File: config.mk
export PLATFORM = sky130hd
export DESIGN_NAME = board_control_glue_watchdog
export DESIGN_NICKNAME = d
export VERILOG_FILES = /design/src/design/board_glue_pkg.sv /design/src/design/board_control_glue_watchdog.sv
export SDC_FILE = /design/constraint.sdc
export NUM_CORES = 1
export LEC_CHECK = 0
export ABC_CLOCK_PERIOD_IN_PS = 3320
export BUFFER_PORTS_ARGS = -buffer_cell sky130_fd_sc_hd__buf_2
export CAP_MARGIN = 20
export CORE_MARGIN = 2
export CORE_UTILIZATION = 40
export CTS_BUF_LIST = sky130_fd_sc_hd__clkbuf_16
export CTS_CLUSTER_SIZE = 8
export DETAILED_ROUTE_END_ITERATION = 7
export PLACE_DENSITY = 0.69
export SYNTH_ARGS = -nofsm -noshare
export SYNTH_HDL_FRONTEND = slang
export SYNTH_SLANG_ARGS = --single-unit
File: constraint.sdc
create_clock -name clock -period 3.32 [get_ports clock]
set_clock_uncertainty 0.2 [all_clocks]
set_input_delay 0.664 -clock clock [delete_from_list [all_inputs] [get_ports clock]]
set_output_delay 0.664 -clock clock [all_outputs]
set_load 0.03 [all_outputs]
File: src/design/board_glue_pkg.sv
// Package holding constants and carrier types for the board control glue
package board_glue_pkg;
    // Clock rate and watchdog timeout
    localparam int unsigned CLOCK_HZ        = 200_000_000;
    localparam int unsigned TIMEOUT_MS      = 1600;
    localparam int unsigned TIMEOUT_CYCLES  = (CLOCK_HZ / 1000) * TIMEOUT_MS;
    // Length of the low-going reset pulse after expiry
    localparam int unsigned RESET_PULSE_US  = 140;
    localparam int unsigned RESET_PULSE_CYC = (CLOCK_HZ / 1_000_000) * RESET_PULSE_US;
    // Address field positions
    localparam int unsigned DECODE_LSB      = 11;
    localparam int unsigned DECODE_MSB      = 15;
    // Decoder slot codes on address bits 14..11 (bit 15 gates the decoder)
    localparam logic [3:0] SLOT_IO          = 4'h0;
    localparam logic [3:0] SLOT_CONFIG      = 4'h1;
    localparam logic [3:0] SLOT_FILTER_CLK  = 4'h2;
    localparam logic [3:0] SLOT_CHANNEL_LOAD_SELECT_N     = 4'h3;
    localparam logic [3:0] SLOT_GAIN_POT    = 4'h4;
    localparam logic [3:0] SLOT_DC_A        = 4'h5;
    localparam logic [3:0] SLOT_DC_B        = 4'h6;
    localparam logic [3:0] SLOT_TONE_A      = 4'h7;
    localparam logic [3:0] SLOT_TONE_B      = 4'h8;
    localparam logic [3:0] SLOT_NVMEM       = 4'h9;
    localparam int unsigned NUM_SELECTS     = 10;
    // Reset values
    localparam logic [7:0] ADDR_LOW_RESET   = 8'h00;

    // Active-low select bundle
    typedef struct packed {
        logic io_select_n;
        logic config_switch_select_n;
        logic filter_clock_select_n;
        logic channel_load_select_n;
        logic gain_pot_latch_select_n;
        logic dc_current_pair_a_select_n;
        logic dc_current_pair_b_select_n;
        logic tone_group_a_select_n;
        logic tone_group_b_select_n;
        logic nvmem_select_n;
    } selects_s;
endpackage

File: src/design/board_control_glue_watchdog.sv
// Board control glue: clock halving, address latch, selects, switches, watchdog
// How it works
// Flip-flop halves the system clock for tones
// Low address latched transparently during latch_gate
// Latched low byte joins high byte
// Upper five address lines decoded into selects
// Decoder enabled by NAND of strobe, A15
// Ten distinct active-low selects produced
// Barred selects and strobes asserted low
// Switches driven onto bus on read+select
// Memory write enable is OR of two lows
// Processor reads configuration after reset
// Processor pulses service low periodically
// Service reaches watchdog only when enabled
// Qualified service restarts timeout from zero
// Disabled watchdog never times out
// Expiry after 1.6 s issues reset pulse
// Run indicator off while processor in reset
// Timeout counter reloads on service, expiry resets
module board_control_glue_watchdog #(
    parameter int unsigned TIMEOUT_CYCLES  = board_glue_pkg::TIMEOUT_CYCLES,
    parameter int unsigned RESET_PULSE_CYC = board_glue_pkg::RESET_PULSE_CYC,
    parameter int unsigned SW_WIDTH        = 8
) (
    input  wire logic                   clock,
    input  wire logic                   rstn,
    // Multiplexed bus from the processor
    input  wire logic [7:0]             ad_in,
    input  wire logic [7:0]             addr_high,
    input  wire logic                   latch_gate,
    input  wire logic                   program_store_strobe_n,
    input  wire logic                   read_strobe_n,
    input  wire logic                   write_strobe_n,
    // Data bus drive back toward the processor
    output logic      [SW_WIDTH-1:0]    ad_out,
    output logic                        ad_oe,
    // Board address and selects
    output logic      [15:0]            address,
    output board_glue_pkg::selects_s    selects,
    output logic                        nvmem_write_n,
    // Switches and watchdog
    input  wire logic [SW_WIDTH-1:0]    config_switches,
    input  wire logic                   watchdog_off_switch,
    input  wire logic                   watchdog_service_n,
    input  wire logic                   write_permit_n,
    output logic                        watchdog_kick_in,
    output logic                        processor_reset_n,
    output logic                        run_indicator,
    output logic                        tone_half_clock
);

    // Counter widths follow the parameters, so a short timeout costs fewer flops
    localparam int unsigned CW = $clog2(TIMEOUT_CYCLES + 1);
    localparam int unsigned PW = $clog2(RESET_PULSE_CYC + 1);
    // Last count values, reached one cycle before the watchdog acts
    localparam logic [CW-1:0] TIMEOUT_LAST = CW'(TIMEOUT_CYCLES - 1);
    localparam logic [PW-1:0] PULSE_LAST   = PW'(RESET_PULSE_CYC - 1);

    // Watchdog either runs its timeout or drives the reset pulse
    typedef enum logic [0:0] {
        WD_RUN,
        WD_RESET
    } wd_state_e;

    // State of the divider, the address latch and the watchdog
    logic            half_q;       // Divide-by-two stage
    logic            half_d;
    logic [7:0]      addr_low_q;   // Held low address byte
    logic [7:0]      addr_low_d;
    logic [7:0]      addr_low;     // Transparent view of the latch
    logic            decode_en_n;  // Low enables the decoder
    logic [3:0]      slot;         // Decoder input code
    logic [CW-1:0]   count_q;      // Cycles since last service
    logic [CW-1:0]   count_d;
    logic [PW-1:0]   pulse_q;      // Reset pulse length counter
    logic [PW-1:0]   pulse_d;
    wd_state_e       state_q;
    wd_state_e       state_d;
    logic            kick;         // Qualified service pulse

    // Toggle next value of the halving stage
    always_comb begin
        half_d = ~half_q;
    end

    // Trade-off: the half clock leaves as a flop output, never a gated clock
    // Halving flip-flop
    always_ff @(posedge clock or negedge rstn) begin
        if (!rstn) begin
            half_q <= 1'b0;
        end else begin
            half_q <= half_d;
        end
    end

    assign tone_half_clock = half_q;

    // Latch follows the bus while the gate is high, else holds
    always_comb begin
        addr_low_d = addr_low_q;
        if (latch_gate) begin
            addr_low_d = ad_in;
        end
    end

    // Trade-off: a flop plus a bypass mux stands in for a level latch
    // Register the held value; the transparent path below covers the open phase
    always_ff @(posedge clock or negedge rstn) begin
        if (!rstn) begin
            addr_low_q <= board_glue_pkg::ADDR_LOW_RESET;
        end else begin
            addr_low_q <= addr_low_d;
        end
    end

    // Every memory sees this address, so the low byte must stay put between strobes
    // Transparency: bus passes straight through while gate is open
    assign addr_low = latch_gate ? ad_in : addr_low_q;
    assign address  = {addr_high, addr_low};

    // Decoder enable: NAND of strobe activity and top address line
    // The strobe is active low, so the asserted level is inverted first
    assign decode_en_n = ~(~program_store_strobe_n & address[board_glue_pkg::DECODE_MSB]);
    assign slot        = address[board_glue_pkg::DECODE_MSB-1:board_glue_pkg::DECODE_LSB];

    // Select decode; everything idles high when the decoder is off
    // Codes 10 to 15 stay free for later peripherals
    always_comb begin
        selects = '1;
        if (!decode_en_n) begin
            // Codes without a peripheral leave every select inactive
            if (slot == board_glue_pkg::SLOT_IO) begin
                selects.io_select_n = 1'b0;
            end else if (slot == board_glue_pkg::SLOT_CONFIG) begin
                selects.config_switch_select_n = 1'b0;
            end else if (slot == board_glue_pkg::SLOT_FILTER_CLK) begin
                selects.filter_clock_select_n = 1'b0;
            end else if (slot == board_glue_pkg::SLOT_CHANNEL_LOAD_SELECT_N) begin
                selects.channel_load_select_n = 1'b0;
            end else if (slot == board_glue_pkg::SLOT_GAIN_POT) begin
                selects.gain_pot_latch_select_n = 1'b0;
            end else if (slot == board_glue_pkg::SLOT_DC_A) begin
                selects.dc_current_pair_a_select_n = 1'b0;
            end else if (slot == board_glue_pkg::SLOT_DC_B) begin
                selects.dc_current_pair_b_select_n = 1'b0;
            end else if (slot == board_glue_pkg::SLOT_TONE_A) begin
                selects.tone_group_a_select_n = 1'b0;
            end else if (slot == board_glue_pkg::SLOT_TONE_B) begin
                selects.tone_group_b_select_n = 1'b0;
            end else if (slot == board_glue_pkg::SLOT_NVMEM) begin
                selects.nvmem_select_n = 1'b0;
            end
        end
    end

    // Switch buffer drives only for a read of the switch select
    // It must let go for any other read, or it would fight the memories on the bus
    assign ad_oe  = ~(read_strobe_n | selects.config_switch_select_n);
    assign ad_out = ad_oe ? config_switches : '0;

    // Memory write needs both lows; either high blocks it
    // The permit input keeps writes out while the supply is not trusted
    assign nvmem_write_n = write_strobe_n | write_permit_n;

    // Service pulses are short but span whole clocks, so a level view is enough
    // AND of inverted service and inverted switch; stays low when disabled
    assign kick             = ~watchdog_service_n & ~watchdog_off_switch;
    // Kick line follows the qualified pulse; low all the time when disabled
    assign watchdog_kick_in = kick;

    // Watchdog next-state: count, reload on kick, pulse reset on expiry
    // Off switch wins over service and expiry, so a disabled watchdog stays quiet
    always_comb begin
        state_d = state_q;
        count_d = count_q;
        pulse_d = pulse_q;
        case (state_q)
            WD_RUN: begin
                if (watchdog_off_switch) begin
                    count_d = '0;
                end else if (kick) begin
                    count_d = '0;
                end else if (count_q == TIMEOUT_LAST) begin
                    state_d = WD_RESET;
                    count_d = '0;
                    pulse_d = '0;
                end else begin
                    count_d = count_q + CW'(1);
                end
            end
            WD_RESET: begin
                // Pulse length is fixed; service is ignored meanwhile
                if (pulse_q == PULSE_LAST) begin
                    state_d = WD_RUN;
                end else begin
                    pulse_d = pulse_q + PW'(1);
                end
            end
            default: begin
                state_d = WD_RUN;
            end
        endcase
    end

    // Watchdog registers
    // Counter is already zero when the pulse starts, so the next run begins clean
    always_ff @(posedge clock or negedge rstn) begin
        if (!rstn) begin
            state_q <= WD_RUN;
            count_q <= '0;
            pulse_q <= '0;
        end else begin
            state_q <= state_d;
            count_q <= count_d;
            pulse_q <= pulse_d;
        end
    end

    // Reset out is low during the pulse; processor then re-reads the switches
    // The latch and the half clock keep running through a watchdog reset
    assign processor_reset_n = rstn & (state_q == WD_RUN);
    // Indicator tracks reset so it goes dark for both reset sources
    assign run_indicator     = processor_reset_n;

    // Halving stage must flip every cycle; the first edge out of reset is skipped
    // because the value sampled there is still the reset value on both sides
    half_toggle_a: assert property (@(posedge clock) disable iff (!rstn)
        $past(rstn) |-> half_q != $past(half_q)) else $error("half clock did not toggle");

    // Latch must hold once gate closes
    latch_hold_a: assert property (@(posedge clock) disable iff (!rstn)
        $fell(latch_gate) ##1 !latch_gate |-> address[7:0] == $past(address[7:0]))
        else $error("low address not held");

    // No select may be low without the decoder enable
    decode_gate_a: assert property (@(posedge clock) disable iff (!rstn)
        decode_en_n |-> selects == '1) else $error("select active while decoder off");

    // At most one select low
    one_select_a: assert property (@(posedge clock) disable iff (!rstn)
        $onehot0(~selects)) else $error("more than one select active");

    // Switch drive needs read and select both low
    switch_drive_a: assert property (@(posedge clock) disable iff (!rstn)
        ad_oe |-> !read_strobe_n && !selects.config_switch_select_n && ad_out == config_switches)
        else $error("switch buffer drive wrong");

    // Write enable low only when both inputs low
    nvmem_write_a: assert property (@(posedge clock) disable iff (!rstn)
        !nvmem_write_n |-> !write_strobe_n && !write_permit_n)
        else $error("memory write without both strobes");

    // Kick restarts count from zero
    kick_reload_a: assert property (@(posedge clock) disable iff (!rstn)
        kick && state_q == WD_RUN |=> count_q == '0) else $error("count not reloaded");

    // Disabled watchdog never enters reset
    wd_disabled_a: assert property (@(posedge clock) disable iff (!rstn)
        watchdog_off_switch && state_q == WD_RUN |-> !watchdog_kick_in ##1 state_q == WD_RUN)
        else $error("disabled watchdog acted");

    // Expiry leads to reset pulse next cycle
    expiry_reset_a: assert property (@(posedge clock) disable iff (!rstn)
        state_q == WD_RUN && count_q == TIMEOUT_LAST && !kick && !watchdog_off_switch
        |=> !processor_reset_n) else $error("expiry without reset pulse");

    // Indicator dark in reset
    run_led_a: assert property (@(posedge clock) disable iff (!rstn)
        state_q == WD_RESET |-> !run_indicator) else $error("run indicator lit in reset");

    // Gate high at an edge loads the held byte from the bus
    latch_capture_a: assert property (@(posedge clock) disable iff (!rstn)
        latch_gate |=> addr_low_q == $past(ad_in)) else $error("low address not captured");

    // Decoder on with the memory slot selects the memory
    nvmem_slot_a: assert property (@(posedge clock) disable iff (!rstn)
        !decode_en_n && slot == board_glue_pkg::SLOT_NVMEM |-> !selects.nvmem_select_n)
        else $error("memory slot not selected");

    // Strobe low with the top line high must open the decoder
    decode_on_a: assert property (@(posedge clock) disable iff (!rstn)
        !program_store_strobe_n && address[board_glue_pkg::DECODE_MSB]
        && slot == board_glue_pkg::SLOT_CONFIG |-> !selects.config_switch_select_n)
        else $error("decoder stayed closed");

    // Both write inputs low must reach the memory
    nvmem_allow_a: assert property (@(posedge clock) disable iff (!rstn)
        !write_strobe_n && !write_permit_n |-> !nvmem_write_n)
        else $error("memory write blocked");

    // Without service the count climbs by one each cycle
    count_step_a: assert property (@(posedge clock) disable iff (!rstn)
        state_q == WD_RUN && !kick && !watchdog_off_switch && count_q != TIMEOUT_LAST
        |=> count_q == $past(count_q) + CW'(1)) else $error("timeout count stalled");

    // Reset pulse holds until its length is used up
    pulse_hold_a: assert property (@(posedge clock) disable iff (!rstn)
        state_q == WD_RESET && pulse_q != PULSE_LAST |=> !processor_reset_n)
        else $error("reset pulse cut short");

    // Reset pulse ends right after its last cycle
    pulse_end_a: assert property (@(posedge clock) disable iff (!rstn)
        state_q == WD_RESET && pulse_q == PULSE_LAST |=> processor_reset_n)
        else $error("reset pulse overran");

endmodule

---- Word-level counts from Yosys, hierarchy flattened ----
Index checks and enable logic that the tools add are counted.
operators by class
  eq/ne operators ......................... 15
  reduce and logical (&&, ||, !) cells .... 2
  bitwise operators ....................... 11
  multiplexer cells ....................... 35
  $add $sub $neg .......................... 2
operators with widths
  cell                   count
  $mux 29                3
  $mux 15                4
  $pmux 15 s2            1
  $add 29x1->29 const B  1
  $eq 29x29->1 const B   1
  $mux 8                 3
  $eq 4x3->1 const B     4
  $add 15x1->15 const B  1
  $eq 15x15->1 const B   1
  $mux 1                 15
  $mux 10                1
  $mux 9                 1
  $eq 4x2->1 const B     2
  $eq 4x4->1 const B     2
  $ne 2x2->1 const B     4
  $mux 7                 1
  $mux 6                 1
  $not 1->1              6
  $mux 5                 1
  $eq 4x1->1 const B     1
  $logic_not 4->1        1
  $mux 4                 1
  $reduce_and 4->1       1
  $and 1x1->1            3
  other kinds (4)        5
storage, ports and cells
  bits of input ports ..................... 33
  output and inout port bits .............. 40
  register bits after elaboration ......... 54
  word-level logic and storage cells ...... 70

---- Depth between registers and ports, before layout ----
Gate-level depths: netlist of run 1.
  depth in word-level cells ............... 14
  gate-level depth with buffers ........... 8
  mapped depth without buffers ............ 7

---- Least setup slack after synthesis of run 1 ----
OpenSTA, ideal clock, no wires.
  path type ............................... input port to output port
  start ................................... in program_store_strobe_n
  end ..................................... out ad_out[0]
  arrival ................................. 2.543 ns
  data required time ...................... 2.456 ns
  path buffers ............................ 0
  path slack .............................. -0.087 ns
  stages .................................. 4
  cells stage by stage .................... nor4b_1 > nand2_1 > nor2_1 > and2_1
RTL lines
  element          RTL line                           source
  start, declared  board_control_glue_watchdog.sv:31  input wire logic program_store_strobe_n,
  end, declared    board_control_glue_watchdog.sv:35  output logic [SW_WIDTH-1:0] ad_out,

---- Worst setup path in the final report of run 1 ----
  start ................................... in program_store_strobe_n
  end ..................................... out ad_out[0]
on the way
  word-level cells in the longest chain between the ends .. 5
ends and longest elaborated chain
  element      RTL line                            source
  $not 1->1    board_control_glue_watchdog.sv:123  assign decode_en_n = ~(~program_store_strobe_n & address[board_glue_pkg::DECODE_MSB]);
  $and 1x1->1  board_control_glue_watchdog.sv:123
  $mux 10      board_control_glue_watchdog.sv:130  if (!decode_en_n) begin
  $or 1x1->1   board_control_glue_watchdog.sv:158  assign ad_oe = ~(read_strobe_n | selects.config_switch_select_n);
  $mux 8       board_control_glue_watchdog.sv:159  assign ad_out = ad_oe ? config_switches : '0;
Every way passes these cells.

==> results of run 1 <==
-- cell usage in the layout (no fill, tap or decap), types with 4 or more instances in the layout --
cell type / netlist / final
sky130_fd_sc_hd__buf_4: 10 / 5
sky130_fd_sc_hd__nor2_2: 4 / 5
sky130_fd_sc_hd__xnor2_1: 4 / 4
sky130_fd_sc_hd__clkbuf_16: 0 / 5
sky130_fd_sc_hd__nand2b_1: 6 / 6
sky130_fd_sc_hd__nand3_1: 21 / 21
sky130_fd_sc_hd__dfrtp_1: 54 / 54
sky130_fd_sc_hd__and2_1: 10 / 10
sky130_fd_sc_hd__nand4_1: 15 / 15
sky130_fd_sc_hd__or3_1: 4 / 4
sky130_fd_sc_hd__nor2b_1: 4 / 4
sky130_fd_sc_hd__nand2_1: 36 / 36
sky130_fd_sc_hd__nor4_1: 8 / 8
sky130_fd_sc_hd__buf_2: 3 / 66
sky130_fd_sc_hd__nor2_1: 37 / 36
sky130_fd_sc_hd__o21ai_0: 16 / 16
sky130_fd_sc_hd__and3_1: 8 / 8
sky130_fd_sc_hd__nor3_1: 6 / 6
sky130_fd_sc_hd__xor2_1: 17 / 17
sky130_fd_sc_hd__mux2_2: 9 / 9
sky130_fd_sc_hd__inv_1: 7 / 7
sky130_fd_sc_hd__nand3b_1: 5 / 5
-- cell type report --
cell class	count	area, sq um
Timing Repair Buffer	71	368
Multi-Input combinational cell	259	1620
Clock inverter	3	20.0
Tap cell	102	128
Inverter	7	26.3
Sequential cell	54	1350
Fill cell	710	4010
Clock buffer	5	125
-- layer usage --
layer	vias to the layer above	routed length, um	global-route usage (%)
li1	1320	-	-
met1	1255	3130	22.0
met2	98	3380	29.2
met3	8	375	2.36
met4	0	96	5.60
met5	-	0	0
-- metrics by stage --
stage	total power [mW]	cells	worst slack (ps)
2_1_floorplan	0.766	341	125
3_3_place_gp	0.807	493	634
3_5_place_dp	0.809	493	554
4_1_cts	1.34	501	554
5_1_grt	1.37	501	429
6_report	1.32	501	559
-- worst max path at each step --
| stage | slack (ps) | start | cells past startpoint | end |
|---|---|---|---|---|
| final | 560 | program_store_strobe_n | 7 | ad_out[0] |
| after global routing | 430 | program_store_strobe_n | 7 | ad_out[1] |
| after CTS | 550 | program_store_strobe_n | 7 | ad_out[0] |
| after detailed placement | 550 | program_store_strobe_n | 7 | ad_out[0] |
| after global placement | 630 | program_store_strobe_n | 7 | ad_out[0] |
| after floorplan | 130 | program_store_strobe_n | 4 | ad_out[0] |
-- cells by family after synthesis --
logic type,count (synthesis)
AND/OR/NAND/NOR,183
flip-flops,54
AO/OA/AOI/OAI,43
buffers and inverters,28
XOR/XNOR,21
multiplexers,10
adder cells (fa/ha/maj),2
-- registers in the layout, summed over array words and instances (netlist names) --
register         cells
addr_low_q           8
count_q             29
pulse_q             15
state_q              1
tone_half_clock      1
-- worst max-delay path: stages --
cell and delay (ps):
sky130_fd_sc_hd__buf_2 110, sky130_fd_sc_hd__nor4b_1 290, sky130_fd_sc_hd__buf_4 180, sky130_fd_sc_hd__nand2_1 70, sky130_fd_sc_hd__nor2_2 220, sky130_fd_sc_hd__and2_1 170
sky130_fd_sc_hd__buf_2 190
-- where the power goes --
part	switching, mW	internal, mW	total [mW]
logic	0.0816	0.0413	0.123
registers	0.00356	0.668	0.671
clock network	0.247	0.280	0.527
total	0.332	0.990	1.32
==> results by group, run 1 <==
Run status
  – Outcome: completed

Finish
  – Nets: 433
  – Final core occ: 47.6%
  – Number of diodes: 0
  – Layout Area Growth over Synthesis: 16.2%
  – Final non-filler cell area: 3640 sq um
  – Share of layout cells above drive strength 1: between 20% and 30%

STA
  – Worst Hold Slack: 219 ps
  – Share of the cycle needed by the critical path after routing: slightly above 80%
  – Setup repair after global routing missed its margin: false
  – Count of endpoints failing hold in the final timing report: 0
  – Measured slew at the worst slew-check pin: roughly 710 ps
  – Final number of max-transition violations: 0
  – Sum of negative setup slack: 0 ps
  – Final critical path time including I/O delays and setup: about 2800 ps
  – Final number of setup-violating endpoints: 0
  – F_max: between 300 and 400 MHz
  – Relative slew margins: around 52%

Floorplan
  – Horizontal die dimension: 92.5 um
  – Placement row count: 32
  – Floorplan Core Area: 7650 sq um
  – Die Height: 92.5 um
  – Number of top-level pins: between 70 and 80
  – Die Area: between 8000 and 9000 sq um
  – Initial standard-cell utilization of the core: 41.0%

GRT
  – GRT Total Usage: about 17%
  – Gr ovfl total: 0
  – Global-route wire length before repair: about 12 mm
  – Antenna violations before repair: 0
  – Pin count of the biggest net entering global routing: 55
  – Via count of the first global-routing pass: 2539

Yosys
  – Library cell with the largest summed area after synthesis: sky130_fd_sc_hd__dfrtp_1
  – Mux cell area share after synthesis: approximately 3.6%
  – Post-synth net total: around 380
  – Xor/xnor cell area share of the yosys netlist: about 5.9%
  – Proportion of synthesized chip area in sequential cells: a little over two fifths
  – Fraction of post-synthesis cell area in the top cell type by area: a little over two fifths
  – Combinational family with the most area after synthesis: simple AND/OR/NAND/NOR gates
  – Adder-cell share of the synthesized area: 0.798%
  – Count of warnings emitted by yosys: 0
  – Most frequent cells after synthesis: 54 x sky130_fd_sc_hd__dfrtp_1, 37 x sky130_fd_sc_hd__nor2_1, 36 x sky130_fd_sc_hd__nand2_1, 21 x sky130_fd_sc_hd__nand3_1, 17 x sky130_fd_sc_hd__xor2_1
  – Compound-cell area share of the yosys netlist: under 10%
  – Most frequently used flop master after synthesis: sky130_fd_sc_hd__dfrtp_1
  – Number of instances in the synthesized netlist: between 300 and 400
  – Post-synth EDFFs: 0
  – Count of distinct cell types in the synthesized netlist: 55
  – Largest cells by area after synthesis: sky130_fd_sc_hd__dfrtp_1 43%, sky130_fd_sc_hd__xor2_1 4.8%, sky130_fd_sc_hd__nor2_1 4.4%, sky130_fd_sc_hd__nand2_1 4.3%, sky130_fd_sc_hd__nand3_1 3.4%
  – Share of flip-flops with an asynchronous set or reset: 100%
  – Area share of and/or/nand/nor cells after synthesis: roughly a third
  – Most frequent cell after synthesis: sky130_fd_sc_hd__dfrtp_1
  – Synth Register Bits: 54
  – Avg Synthesized Cell Area: roughly 9.2 sq um
  – Mapped cell area: 3130 sq um

Critical path
  – R2r setup slk: ~890 ps
  – Worst EP arrival: ~1900 ps
  – Critical path capture point type: primary output
  – Crit Reg-Reg Endpoint: pulse_q[9]
  – Critical R2R Launch: count_q[23]
  – Kind of critical path: primary input to primary output
  – R2R depth: 5
  – Critical-path maximum fanout: 9
  – Data required time of the worst path: about 2500 ps
  – Launching element type of the critical path: primary input

Route
  – DR iter-0 viols: around 150
  – Average detailed-routed wire length per instance: approximately 14 um
  – Via count: 2681
  – Post-DRT Antenna Nets: 0
  – Detailed Route WL: roughly 7.0 mm
  – Total DRC errors in the routed layout: 0
  – 1st-pass router iterations: 4
  – Average via count per standard cell: approximately 5.4

Worst hold path
  – Start point of the worst hold path: tone_half_clock
  – Hold WC Path Type: flop to flop
  – Hold Crit Depth: 1
  – Capture endpoint of the worst hold path: tone_half_clock

Flow run
  – Max-cap check violation count: 0

Clocking
  – Clk sinks: 54
  – TritonCTS clock tree: built
  – Post-cts resize count: 0
  – Clk slew on worst S/H paths: approximately 80 ps
  – Maximum clock path buffer count: 2
  – Maximum level of the CTS H-tree: 2
  – Clk Latency, worst-skew pair: 290 ps
  – Buffer count from post-CTS setup fixing: 0
  – Post-cts hold buffer count: 0
  – Clock Root Buffer: sky130_fd_sc_hd__clkbuf_16
  – Clock buffer count from CTS: 5

Placement
  – I/O Buffers: 66
  – Routability cong.: between 0.8 and 0.9
  – Final HPWL from detailed placement: between 5 and 6 mm
  – Placed Instance Area: about 3500 sq um

Pwr
  – Power per cell area: 363 nW/um^2
  – Static leakage power: about 1.6 nW
  – Worst VDD drop: roughly 240 uV
Power figures use the tool's default switching activity.
==> inputs of run 2 (changes only) <==
- ABC_CLOCK_PERIOD_IN_PS: 3320 -> 2700
- clock period: 3.32 -> 2.7 ns (I/O delays scaled with it)
==> run 2 against run 1 <==
  * Final cell count rose by 1.2%
  * Via count rose by 2.3%
  * Clock power rose by 36%
==> results by group, run 2 (synthesis results as in run 1) <==
Critical path
  – Launching element type of the critical path: primary input (unchanged)
  – Critical-path cell list: buf_2, nor4b_2, nand2_2, nor2_4, and2_1, buf_2 (was buf_2, nor4b_1, buf_4, nand2_1, nor2_2, and2_1, buf_2)
  – Slowest cell on the critical path: sky130_fd_sc_hd__nor4b_2 (was sky130_fd_sc_hd__nor4b_1)
  – Crit Reg-Reg Endpoint: pulse_q[12] (was pulse_q[9])
  – Critical path launch point: program_store_strobe_n (unchanged)
  – R2r setup slk: 390 ps (was 890 ps)
  – Critical path capture point type: primary output (unchanged)
  – Top cell by count, worst path: sky130_fd_sc_hd__buf_2 (unchanged)
  – Max stage delay on crit path: 360 ps (was 290 ps)
  – Worst Setup EP: ad_out[0] (unchanged)
  – Critical R2R Launch: count_q[22] (was count_q[23])
  – Crit path depth: 6 (was 7)
  – Kind of critical path: primary input to primary output (unchanged)
  – Cell class contributing the biggest share of worst-path delay: simple AND/OR/NAND/NOR gates (unchanged)
  – Worst EP arrival: 1640 ps (was 1900 ps)
  – Data required time of the worst path: 1960 ps (was 2460 ps)
  – R2R depth: 6 (was 5)
  – Buffers and inverters on the worst path: 2 (was 3)
  – Critical-path maximum fanout: 9 (unchanged)

Finish
  – Area of combinational cells with multiple inputs: 1640 sq um (was 1620 sq um)
  – Nets: 439 (was 433)
  – Number of diodes: 0 (unchanged)
  – Biggest regs: count_q (29), pulse_q (15), addr_low_q (8) (unchanged)
  – Fill cell count: 734 (was 710)
  – Most used cells in the layout excluding fill and tap cells: 66 x sky130_fd_sc_hd__buf_2, 54 x sky130_fd_sc_hd__dfrtp_1, 36 x sky130_fd_sc_hd__nor2_1 (was 66 x sky130_fd_sc_hd__buf_2, 54 x sky130_fd_sc_hd__dfrtp_1, 36 x sky130_fd_sc_hd__nor2_1, 36 x sky130_fd_sc_hd__nand2_1, 21 x sky130_fd_sc_hd__nand3_1)
  – Final core occ: 48.7% (was 47.6%)
  – Number of flip-flops under the largest register name: 29 (unchanged)
  – Layout Area Growth over Synthesis: 18.7% (was 16.2%)
  – Sequential Area: 1350 sq um (unchanged)
  – Register name with the most flops: count_q (unchanged)
  – Final std cells w/o fill: 507 (was 501)
  – Most common cell after layout, fill and taps aside: sky130_fd_sc_hd__buf_2 (unchanged)
  – Share of layout cells above drive strength 1: 27.4% (was 25.6%)
  – Final non-filler cell area: 3720 sq um (was 3640 sq um)

Placement
  – Placed insts: 499 (was 493)
  – Final HPWL from detailed placement: 5.01 mm (was 5.03 mm)
  – Placed Instance Area: 3560 sq um (was 3500 sq um)
  – Setup slack after placement: 313 ps (was 554 ps)
  – I/O Buffers: 66 (unchanged)
  – Routability cong.: 0.893 (was 0.866)

STA
  – Worst Hold Slack: 207 ps (was 219 ps)
  – Final Worst Setup Slack: 318 ps (was 559 ps)
  – Final critical path time including I/O delays and setup: ~2400 ps
  – Relative slew margins: 54.0% (was 51.9%)
  – Share of the cycle needed by the critical path after routing: 88.2%
  – Sum of negative setup slack: 0 ps (unchanged)
  – Setup repair after global routing missed its margin: false (unchanged)
  – Count of endpoints failing hold in the final timing report: 0 (unchanged)
  – F_max: 420 MHz
  – Measured slew at the worst slew-check pin: 691 ps (was 715 ps)
  – Final number of setup-violating endpoints: 0 (unchanged)
  – Final number of max-transition violations: 0 (unchanged)

Worst hold path
  – Hold WC Path Type: primary input to asynchronous set/reset pin (was flop to flop)

Route
  – Total DRC errors in the routed layout: 0 (unchanged)
  – Average detailed-routed wire length per instance: 13.7 um (was 14.0 um)
  – 1st-pass router iterations: 4 (unchanged)
  – Via count: 2744 (was 2681)
  – Average via count per standard cell: 5.41 (was 5.35)
  – DR iter-0 viols: 126 (was 153)
  – Detailed Route WL: 6.95 mm (was 6.99 mm)
  – Post-DRT Antenna Nets: 0 (unchanged)

Floorplan
  – Horizontal die dimension: 92.5 um (unchanged)
  – Floorplan Core Area: 7650 sq um (unchanged)
  – Die Height: 92.5 um (unchanged)
  – Initial standard-cell utilization of the core: 41.0% (unchanged)
  – Die Area: 8560 sq um (unchanged)
  – Number of top-level pins: 73 (unchanged)
  – Placement row count: 32 (unchanged)

Flow run
  – Max-cap check violation count: 0 (unchanged)

Pwr
  – Final Total Pwr: 1.70 mW (was 1.32 mW)
  – Static leakage power: 1.63 nW (was 1.58 nW)
  – Worst VDD drop: 306 uV (was 240 uV)
  – Power per cell area: 456 nW/um^2 (was 363 nW/um^2)

GRT
  – Via count of the first global-routing pass: 2595 (was 2539)
  – Fraction of met2 tracks used by global routing: 28.9% (was 29.2%)
  – Pin count of the biggest net entering global routing: 55 (unchanged)
  – Global-route wire length before repair: 11.6 mm (was 11.8 mm)
  – Gr ovfl total: 0 (unchanged)
  – M3 GR Usage: 3.50% (was 2.36%)
  – GRT Total Usage: 16.8% (was 17.0%)
  – Most crowded layer after global routing: met2 (unchanged)
  – Global-route met1 utilization: 20.7% (was 22.0%)
  – Antenna violations before repair: 0 (unchanged)

Clocking
  – Clk slew on worst S/H paths: 70 ps (was 80 ps)
  – Clk Latency, worst-skew pair: 290 ps (about the same)
  – TritonCTS clock tree: built (unchanged)
  – Maximum clock path buffer count: 2 (unchanged)
  – Maximum level of the CTS H-tree: 2 (unchanged)
  – Post-cts hold buffer count: 0 (unchanged)
  – Clock Root Buffer: sky130_fd_sc_hd__clkbuf_16 (unchanged)
  – Buffer count from post-CTS setup fixing: 0 (unchanged)
  – Clock buffer count from CTS: 5 (unchanged)
  – Post-cts resize count: 0 (unchanged)
  – Clk sinks: 54 (unchanged)

Run status
  – Outcome: completed (unchanged)
==> run 2: changes by cell type in the layout (fill, tap and decap cells not counted), sizes merged <==
cell	delta
buf	+6
bufinv	+1
clkinv	+1
clkinvlp	-1
inv	-1
==> run 2: worst min path at each step <==
stage,endpoint
global placement,tone_half_clock
detailed placement,tone_half_clock
finish,count_q[7]
global route,tone_half_clock
CTS,tone_half_clock
floorplan,addr_low_q[0]
==> run 2: layer usage <==
layer  wire (um)  vias to the layer above
li1            -                     1335
met1        3140                     1296
met2        3220                      105
met3         474                        8
met4         109                        0
met5           0                        -
==> run 2: layout make-up <==
type	count	share of cell area, %
Clock buffer	5	3.36
Clock inverter	3	1.08
Inverter	7	0.706
Multi-Input combinational cell	259	44.0
Sequential cell	54	36.3
Tap cell	102	3.43
Timing Repair Buffer	77	11.1
==> run 2: worst register-to-register path, cell delays in order (launching register included) <==
cell,delay [ps]
sky130_fd_sc_hd__dfrtp_1,440
sky130_fd_sc_hd__or4_1,540
sky130_fd_sc_hd__nor4_1,170
sky130_fd_sc_hd__and4_1,400
sky130_fd_sc_hd__buf_4,210
sky130_fd_sc_hd__o21ai_1,60
sky130_fd_sc_hd__a21o_1,180
==> run 2: power by group <==
part           switching, mW  total [mW]  internal [mW]
clock                  0.285       0.719          0.434
sequential           0.00382       0.825          0.822
combinational          0.101       0.153         0.0520
